## src/logic/apm_pkg.sv

```systemverilog
// Package of constants and types for the converter power sequencer
`default_nettype none
package apm_pkg;
	// Power field encodings
	localparam logic [1:0] APM_PF_SLEEP_CTL = 2'h0;
	localparam logic [1:0] APM_PF_NORMAL = 2'h1;
	localparam logic [1:0] APM_PF_FULL_DOWN = 2'h2;
	localparam logic [1:0] APM_PF_PARTIAL_BETWEEN = 2'h3;
	localparam logic [1:0] APM_PF_RESET = 2'h0;
	localparam int APM_PF_HIGH_BIT = 1;
	localparam int APM_PF_LOW_BIT = 0;
	// Timing
	localparam int APM_CLK_MHZ = 250;
	localparam int APM_WAKE_NS = 5000;
	localparam int APM_WAKE_CYCLES = (APM_WAKE_NS * APM_CLK_MHZ + 999) / 1000;
	localparam int APM_WAKE_W = 11;
	// Cycles for a pin to reach the second synchroniser flop after reset
	localparam int APM_SYNC_SETTLE = 2;
	// Selected power mode
	typedef enum logic [2:0] {
		APM_MODE_FULL_UP = 3'b000,
		APM_MODE_NORMAL = 3'b001,
		APM_MODE_FULL_DOWN = 3'b010,
		APM_MODE_FULL_BETWEEN = 3'b011,
		APM_MODE_PARTIAL_BETWEEN = 3'b100
	} apm_mode_t;
	// Sequencer state
	typedef enum logic [2:0] {
		APM_ST_INIT_CAL = 3'b000,
		APM_ST_ON = 3'b001,
		APM_ST_DOWN = 3'b010,
		APM_ST_WAKE = 3'b011,
		APM_ST_CONVERT = 3'b100,
		APM_ST_CAL = 3'b101
	} apm_state_t;
endpackage : apm_pkg
`default_nettype wire

```

## src/logic/apm_power_seq.sv

```systemverilog
// Power-management sequencer of a serial sampling converter
// Contract
// Power state chosen from two-bit software field plus sleep pin level.
// Full down: all circuits off; partial down keeps reference on.
// 00: pin low between-conv down, high up; 01 normal, 10 down, 11 partial.
// Power field resets to zero; host keeps zero when using sleep pin.
// Field zero with sleep high never powers down.
// Host holds sleep low for low-throughput between-conversion power-down.
// Software-only host ties sleep high and uses the field.
// Sleep ignored and no power-down until power-up calibration finishes.
// Host idles about 42 ms after supply power-up with autocalibration.
// Calibrate pin high disables autocalibration; host waits power-up time.
// Ready for operation 5 us after wake from full power-down.
// Host limits throughput with between-conversion power-down.
// Between-conversion modes power down when busy falls.
// Falling edge of conversion start wakes from between-conversion down.
// Host holds conversion start low at least 5 us on wake.
// Host wakes with a separate 01 write before software conversion.
// No automatic partial power-down after calibration.
// Host uses three writes per calibration cycle in partial mode.
// Host uses partial down before long idle with internal reference.
// Busy high from calibration start until calibration completes.
// State re-evaluated each clock from registered field and synced pin.
// Wake delay is a cycle counter reaching at least the wake time.
`default_nettype none
module apm_power_seq (
	input wire logic core_clk,
	input wire logic rst,
	input wire logic field_wr,
	input wire logic [1:0] field_wdata,
	input wire logic software_calibrate_bit,
	input wire logic sleep_n_pin,
	input wire logic conversion_start_pin,
	input wire logic cal_n_pin,
	input wire logic cal_done,
	input wire logic conv_done,
	output logic [1:0] power_field,
	output logic core_power_on,
	output logic ref_power_on,
	output logic ready,
	output logic conv_go,
	output logic cal_go,
	output logic busy,
	output logic [2:0] power_mode
);
	import apm_pkg::*;

	logic sleep_n_s;
	logic conversion_start_pin_s;
	logic cal_n_s;
	logic conversion_start_pin_d_r;
	logic conversion_start_pin_d_nxt;
	logic cal_n_d_r;
	logic cal_n_d_nxt;
	logic [1:0] field_r;
	logic [1:0] field_nxt;
	apm_state_t state_r;
	apm_state_t state_nxt;
	logic [APM_WAKE_W-1:0] wake_cnt_r;
	logic [APM_WAKE_W-1:0] wake_cnt_nxt;
	logic init_cal_seen_r;
	logic init_cal_seen_nxt;
	// Settle count: synced pins are stale for two edges after release
	logic [1:0] settle_r;
	logic [1:0] settle_nxt;
	apm_mode_t mode;
	logic conversion_start_pin_fall;
	logic conversion_start_pin_rise;
	logic cal_rise;
	logic cal_req;

	// Mode decode, used for both current and next state choices
	function automatic apm_mode_t mode_of(input logic [1:0] f, input logic sl_n);
		apm_mode_t m;
		m = APM_MODE_NORMAL;
		case (f)
			APM_PF_SLEEP_CTL: m = sl_n ? APM_MODE_FULL_UP : APM_MODE_FULL_BETWEEN; // see R3
			APM_PF_NORMAL: m = APM_MODE_NORMAL;
			APM_PF_FULL_DOWN: m = APM_MODE_FULL_DOWN;
			APM_PF_PARTIAL_BETWEEN: m = APM_MODE_PARTIAL_BETWEEN;
			default: m = APM_MODE_NORMAL;
		endcase
		return m;
	endfunction

	function automatic logic is_between(input apm_mode_t m);
		return (m == APM_MODE_FULL_BETWEEN) || (m == APM_MODE_PARTIAL_BETWEEN);
	endfunction

	// Pins cross into the clock domain before any logic looks at them
	apm_sync u_sync_sleep (
		.core_clk(core_clk),
		.rst(rst),
		.pin_in(sleep_n_pin),
		.pin_sync(sleep_n_s)
	);
	apm_sync u_sync_conversion_start_pin (
		.core_clk(core_clk),
		.rst(rst),
		.pin_in(conversion_start_pin),
		.pin_sync(conversion_start_pin_s)
	);
	apm_sync u_sync_cal (
		.core_clk(core_clk),
		.rst(rst),
		.pin_in(cal_n_pin),
		.pin_sync(cal_n_s)
	);

	// Edge detectors read only the second synchroniser flop
	assign conversion_start_pin_fall = conversion_start_pin_d_r & ~conversion_start_pin_s;
	assign conversion_start_pin_rise = ~conversion_start_pin_d_r & conversion_start_pin_s;
	assign cal_rise = ~cal_n_d_r & cal_n_s;
	assign cal_req = cal_rise | software_calibrate_bit;
	assign mode = mode_of(field_r, sleep_n_s); // see R1

	// Next-state logic of the sequencer
	always_comb begin
		conversion_start_pin_d_nxt = conversion_start_pin_s;
		cal_n_d_nxt = cal_n_s;
		field_nxt = field_wr ? field_wdata : field_r;
		state_nxt = state_r;
		wake_cnt_nxt = wake_cnt_r;
		init_cal_seen_nxt = init_cal_seen_r;
		settle_nxt = settle_r;
		case (state_r)
			APM_ST_INIT_CAL: begin
				// Sleep pin has no say here; held on until calibration ends
				if (settle_r != 2'(APM_SYNC_SETTLE)) begin
					// Calibrate pin not yet through the synchroniser; judging
					// now would always read the reset value and skip autocal
					settle_nxt = settle_r + 2'h1;
				end else if (cal_n_s && !init_cal_seen_r) begin
					// Calibrate pin high at release: autocalibration disabled
					state_nxt = APM_ST_ON;
				end else if (!cal_n_s) begin
					init_cal_seen_nxt = 1'b1;
				end else if (cal_done) begin
					state_nxt = APM_ST_ON;
				end
			end
			APM_ST_ON: begin
				if (cal_req) begin
					state_nxt = APM_ST_CAL;
				end else if (mode == APM_MODE_FULL_DOWN) begin
					state_nxt = APM_ST_DOWN;
				end else if (conversion_start_pin_rise) begin
					state_nxt = APM_ST_CONVERT;
				end
			end
			APM_ST_CONVERT: begin
				if (conv_done) begin
					// Busy falls here; between modes drop straight to down
					state_nxt = is_between(mode) ? APM_ST_DOWN : APM_ST_ON;
				end
			end
			APM_ST_CAL: begin
				// Calibration end always returns on: partial down waits for the next conversion end
				if (cal_done) begin
					state_nxt = APM_ST_ON;
				end
			end
			APM_ST_DOWN: begin
				wake_cnt_nxt = '0;
				if (cal_req || (is_between(mode) && conversion_start_pin_fall) || mode == APM_MODE_NORMAL
						|| mode == APM_MODE_FULL_UP) begin
					state_nxt = APM_ST_WAKE;
				end
			end
			APM_ST_WAKE: begin
				// Counter covers the rounded-up wake time before ready
				if (wake_cnt_r >= APM_WAKE_W'(APM_WAKE_CYCLES - 1)) begin
					state_nxt = APM_ST_ON; // see R11
				end else begin
					wake_cnt_nxt = wake_cnt_r + APM_WAKE_W'(1);
				end
			end
			default: state_nxt = APM_ST_INIT_CAL;
		endcase
	end

	// Registers; field clears to zero on reset
	always_ff @(posedge core_clk or posedge rst) begin
		if (rst) begin
			field_r <= APM_PF_RESET;
			state_r <= APM_ST_INIT_CAL;
			wake_cnt_r <= '0;
			init_cal_seen_r <= 1'b0;
			settle_r <= 2'h0;
			conversion_start_pin_d_r <= 1'b1;
			cal_n_d_r <= 1'b1;
		end else begin
			field_r <= field_nxt;
			state_r <= state_nxt;
			wake_cnt_r <= wake_cnt_nxt;
			init_cal_seen_r <= init_cal_seen_nxt;
			settle_r <= settle_nxt;
			conversion_start_pin_d_r <= conversion_start_pin_d_nxt;
			cal_n_d_r <= cal_n_d_nxt;
		end
	end

	// Output decode per state; rails drop only in the down state
	always_comb begin
		core_power_on = 1'b1;
		ref_power_on = 1'b1;
		ready = 1'b0;
		busy = 1'b0;
		case (state_r)
			APM_ST_INIT_CAL: begin
				// Busy only once the calibrate pin was seen low
				busy = init_cal_seen_r;
			end
			APM_ST_ON: begin
				ready = 1'b1;
			end
			APM_ST_CONVERT: begin
				busy = 1'b1;
			end
			APM_ST_CAL: begin
				busy = 1'b1;
			end
			APM_ST_DOWN: begin
				// Partial mode keeps the reference usable from outside
				core_power_on = 1'b0;
				ref_power_on = (mode == APM_MODE_PARTIAL_BETWEEN);
			end
			APM_ST_WAKE: begin
				// Rails back on while the wake counter runs; not yet ready
				ready = 1'b0;
			end
			default: begin
				ready = 1'b0;
			end
		endcase
	end

	// Start strobes; a calibrate request outranks a conversion start
	always_comb begin
		conv_go = 1'b0;
		cal_go = 1'b0;
		if (state_r == APM_ST_ON) begin
			cal_go = cal_req;
			conv_go = conversion_start_pin_rise && !cal_req && (mode != APM_MODE_FULL_DOWN);
		end else if (state_r == APM_ST_INIT_CAL && init_cal_seen_r) begin
			// Autocalibration starts as the calibrate pin comes back high
			cal_go = cal_rise;
		end
	end
	assign power_field = field_r;
	assign power_mode = mode;
endmodule // apm_power_seq
`default_nettype wire

```

## src/logic/apm_sync.sv

```systemverilog
// Two-flop synchroniser for pin inputs
`default_nettype none
module apm_sync (
	input wire logic core_clk,
	input wire logic rst,
	input wire logic pin_in,
	output logic pin_sync
);
	logic meta_r;
	logic meta_nxt;
	logic sync_r;
	logic sync_nxt;
	// First flop only feeds the second
	always_comb begin
		meta_nxt = pin_in;
		sync_nxt = meta_r;
	end
	// Pins idle high; reset high so no false edge follows release
	always_ff @(posedge core_clk or posedge rst) begin
		if (rst) begin
			meta_r <= 1'b1;
			sync_r <= 1'b1;
		end else begin
			meta_r <= meta_nxt;
			sync_r <= sync_nxt;
		end
	end
	assign pin_sync = sync_r;
endmodule // apm_sync
`default_nettype wire

```

## config.mk

```make
export PLATFORM = sky130hd
export DESIGN_NAME = apm_power_seq
export DESIGN_NICKNAME = d
export VERILOG_FILES = /design/src/logic/apm_pkg.sv /design/src/logic/apm_power_seq.sv /design/src/logic/apm_sync.sv
export SDC_FILE = /design/constraint.sdc
export NUM_CORES = 1
export LEC_CHECK = 0
export ABC_AREA = 0
export BUFFER_PORTS_ARGS = -buffer_cell sky130_fd_sc_hd__clkbuf_2
export CAP_MARGIN = 0
export CORE_ASPECT_RATIO = 0.75
export CORE_UTILIZATION = 49
export CTS_CLUSTER_DIAMETER = 50
export CTS_CLUSTER_SIZE = 40
export DETAILED_ROUTE_END_ITERATION = 6
export PLACE_DENSITY = 0.8
export SYNTH_ARGS = -nofsm -noshare
export SYNTH_HDL_FRONTEND = slang
export SYNTH_SLANG_ARGS = --single-unit
```

## constraint.sdc

```tcl
create_clock -name core_clk -period 4.95 [get_ports core_clk]
set_input_delay 0.99 -clock core_clk [delete_from_list [all_inputs] [get_ports core_clk]]
set_output_delay 0.99 -clock core_clk [all_outputs]
set_load 0.1 [all_outputs]
```

==> reports/results.txt <==
Final Setup Violations: 0
first-pass GRT wire length: 4560 um
Die Ht: 48.7 um
Critical Path, Cell by Cell: clkbuf_2, or4b_4, nor4_2, clkbuf_2
Final GP Congestion: 0.918
vias per inst: 5.62
Post-Route WL: 2690 um
Max VDD drop: 0.000259 V
startpoint types: input pin
Vias: 1124
Place WS: 1.67 ns
Final Skew: 0.00332 ns
register area: 686 um^2
Global Route Usage Sum: 19.2%
distinct cell type count after synthesis: 40
register area share after synthesis: 48.2%
CP Class: in2out
RR Startpoint: state_r[1]$_DFFE_PP0P_
multi-input logic area: 678 um^2
Hold Crit Class: reg2reg
final instance area: 1600 um^2
# Max-Cap Violations: 0
# fillers: 235
n_diodes: 0
Tmin final: 3.28 ns
antenna-violating nets left: 0
Mean Syn Cell Area: 9.88 um^2
Crit Path Max Fanout: 3
nets@finish: 179
YS warnings: 0
number of global-route vias before repair: 999
initial core utilization: 53.0%
synthesized area: 1420 um^2
Worst Slack Setup Final: 1.67 ns
Mapped Cells: 144
CTS sink count: 27
maximum clock path buffer count: 2
IO Port Bufs: 21
Worst-path clk slew: 0.09 ns
First-pass DRT Iterations: 4
RSZ-0062 raised after global routing: false
Final Max Slew Viols: 0
post-CTS setup buffer count: 0
fin crit share: 66.2%
Mapped Nets: 158
DP Area: 1550 um^2
Rel. slew slack: 35.0%
min-delay src: u_sync_cal.meta_r$_DFF_PP1_
max frequency: 305 MHz
I/O pins: 22
Setup TNS Final: 0 ns
Leak Pwr: 0.000713 uW
CTS resizes: 0
delay-heaviest family, CP: simple AND/OR/NAND/NOR gates
H-tree depth: 1
Crit. End Element: primary output
Hold EP: u_sync_cal.pin_sync$_DFF_PP1_
transition time of the tightest slew-check pin: 0.975 ns
commonest non-fill, non-tap cell in the layout: clkbuf_2
final core occ: 59.7%
share of cells above drive strength 1: 24.4%
DR DRC count: 0
pin count of the biggest net entering global routing: 28
crit path DAT: 2.29 ns
worst r2r dst: state_r[0]$_DFFE_PP0P_
cell repeated most along the worst path: clkbuf_2
total gr overflow: 0
hold path depth: 0
Clock Latency Late Sink: 0.27 ns
Area growth syn-to-layout: 12.5%
Die X: 64.2 um
drt wl/cell: 13.4 um
initial drt markers: 69
Hold Vio Cnt, Final: 0
Critical path buffers and inverters: 2
core footprint: 2680 um^2
CTS tree: done
die footprint: 3130 um^2
root buffer cell: clkbuf_8
initial antenna violation count: 0
Crit path required time: 3.96 ns
std cell rows: 16
CP max stage cell: or4b_4
hold buffer count at CTS: 0
PwrDens: 530 nW/um^2
synthesized flop and latch total: 27
TritonCTS Buffers: 3
Worst R2R Path Depth: 5
crit-path max cell delay: 0.49 ns
most frequent cells in the layout: clkbuf_2 (21), dfrtp_1 (19), nand2_1 (13), nor2_1 (13), inv_1 (10)
run status: complete, no violations
detailed-placement wirelength estimate: 1920 um
flop2flop setup slack: 2.83 ns
## power by group
group / internal, uW / switching, uW / leakage [uW]
Clock: 57.2 / 69.3 / 0.0000217
Sequential: 266 / 73.0 / 0.000328
Combinational: 124 / 259 / 0.000363
## sequential cells by signal, summed over array words and instances (netlist names), 2 cells and up
name	flops
state_r	3
wake_cnt_r	11
power_field	2
settle_r	2
## cell usage after synthesis, drive strengths merged
| cell type | instances | area (um^2) |
|---|---|---|
| a22oi | 2 | 15.0 |
| o21ai | 7 | 35.0 |
| inv | 10 | 37.5 |
| nand4 | 2 | 12.5 |
| or4b | 1 | 13.8 |
| a41o | 1 | 10.0 |
| a211oi | 2 | 15.0 |
| buf | 2 | 16.3 |
| nor4bb | 1 | 10.0 |
| nand2b | 3 | 18.8 |
| nand2 | 13 | 48.8 |
| nor3b | 4 | 41.3 |
| a41oi | 1 | 8.76 |
| dfstp | 8 | 210 |
| xnor2 | 6 | 52.6 |
| a31o | 1 | 8.76 |
| and3 | 3 | 18.8 |
| mux2i | 5 | 50.1 |
| ha | 3 | 37.5 |
| nor3 | 5 | 30.0 |
| nor2b | 4 | 25.0 |
| nor4b | 1 | 8.76 |
| or3 | 2 | 12.5 |
| dfrtp | 19 | 475 |
| nand3b | 1 | 7.51 |
| nand3 | 3 | 15.0 |
| nor4 | 4 | 25.0 |
| o211ai | 1 | 7.51 |
| a21oi | 8 | 40.0 |
| nor2 | 13 | 48.8 |
| clkbuf | 3 | 11.3 |
| mux2 | 1 | 15.0 |
| o31a | 1 | 8.76 |
| or2 | 1 | 6.26 |
| o32ai | 1 | 16.3 |
| o41ai | 1 | 8.76 |
## logic make-up (layout without fill, tap and decap cells)
kind of cell	count (synthesis)	in the layout	share of synthesized area [%]
buffers and inverters	15	35	4.57
muxes	6	6	4.57
adders and majority gates	3	3	2.64
AOI/OAI and AO/OA	26	26	12.2
xor gates and xnor gates	6	6	3.69
DFF	27	27	48.2
and+or+nand+nor	61	61	24.1
## final cells by class
type                    count  area share [%]
inverters                  10            2.35
well taps                  36            2.81
flip-flops and latches     27            42.8
multi-input cells         102            42.4
clock inverters             1           0.469
clock buffers               3            2.58
repair buffers             21            6.57
## worst max-delay path by stage
stage	depth (start not counted)	from	slack, ns	end
global placement	4	software_calibrate_bit	1.69	conv_go
floorplan	3	software_calibrate_bit	0.74	cal_go
CTS	4	software_calibrate_bit	1.67	conv_go
finish	4	software_calibrate_bit	1.67	conv_go
global route	4	software_calibrate_bit	1.64	conv_go
detailed placement	4	software_calibrate_bit	1.67	conv_go
## per-layer routing
layer | GRT usage (%) | share of wire [%]
met2 | 30.1 | 45
met3 | 5.66 | 5.8
met5 | 0 | 0
met1 | 26.3 | 48
met4 | 4.44 | 0.93
## per-stage QoR
step                      hold WS, ns  std cells  total power [uW]
after global placement          0.345        196               706
after CTS                       0.361        200               855
after detailed placement        0.347        196               725
final                           0.360        200               849
after global routing            0.366        200               900
after floorplan                 0.345        144               663
Power figures use the tool's default switching activity.
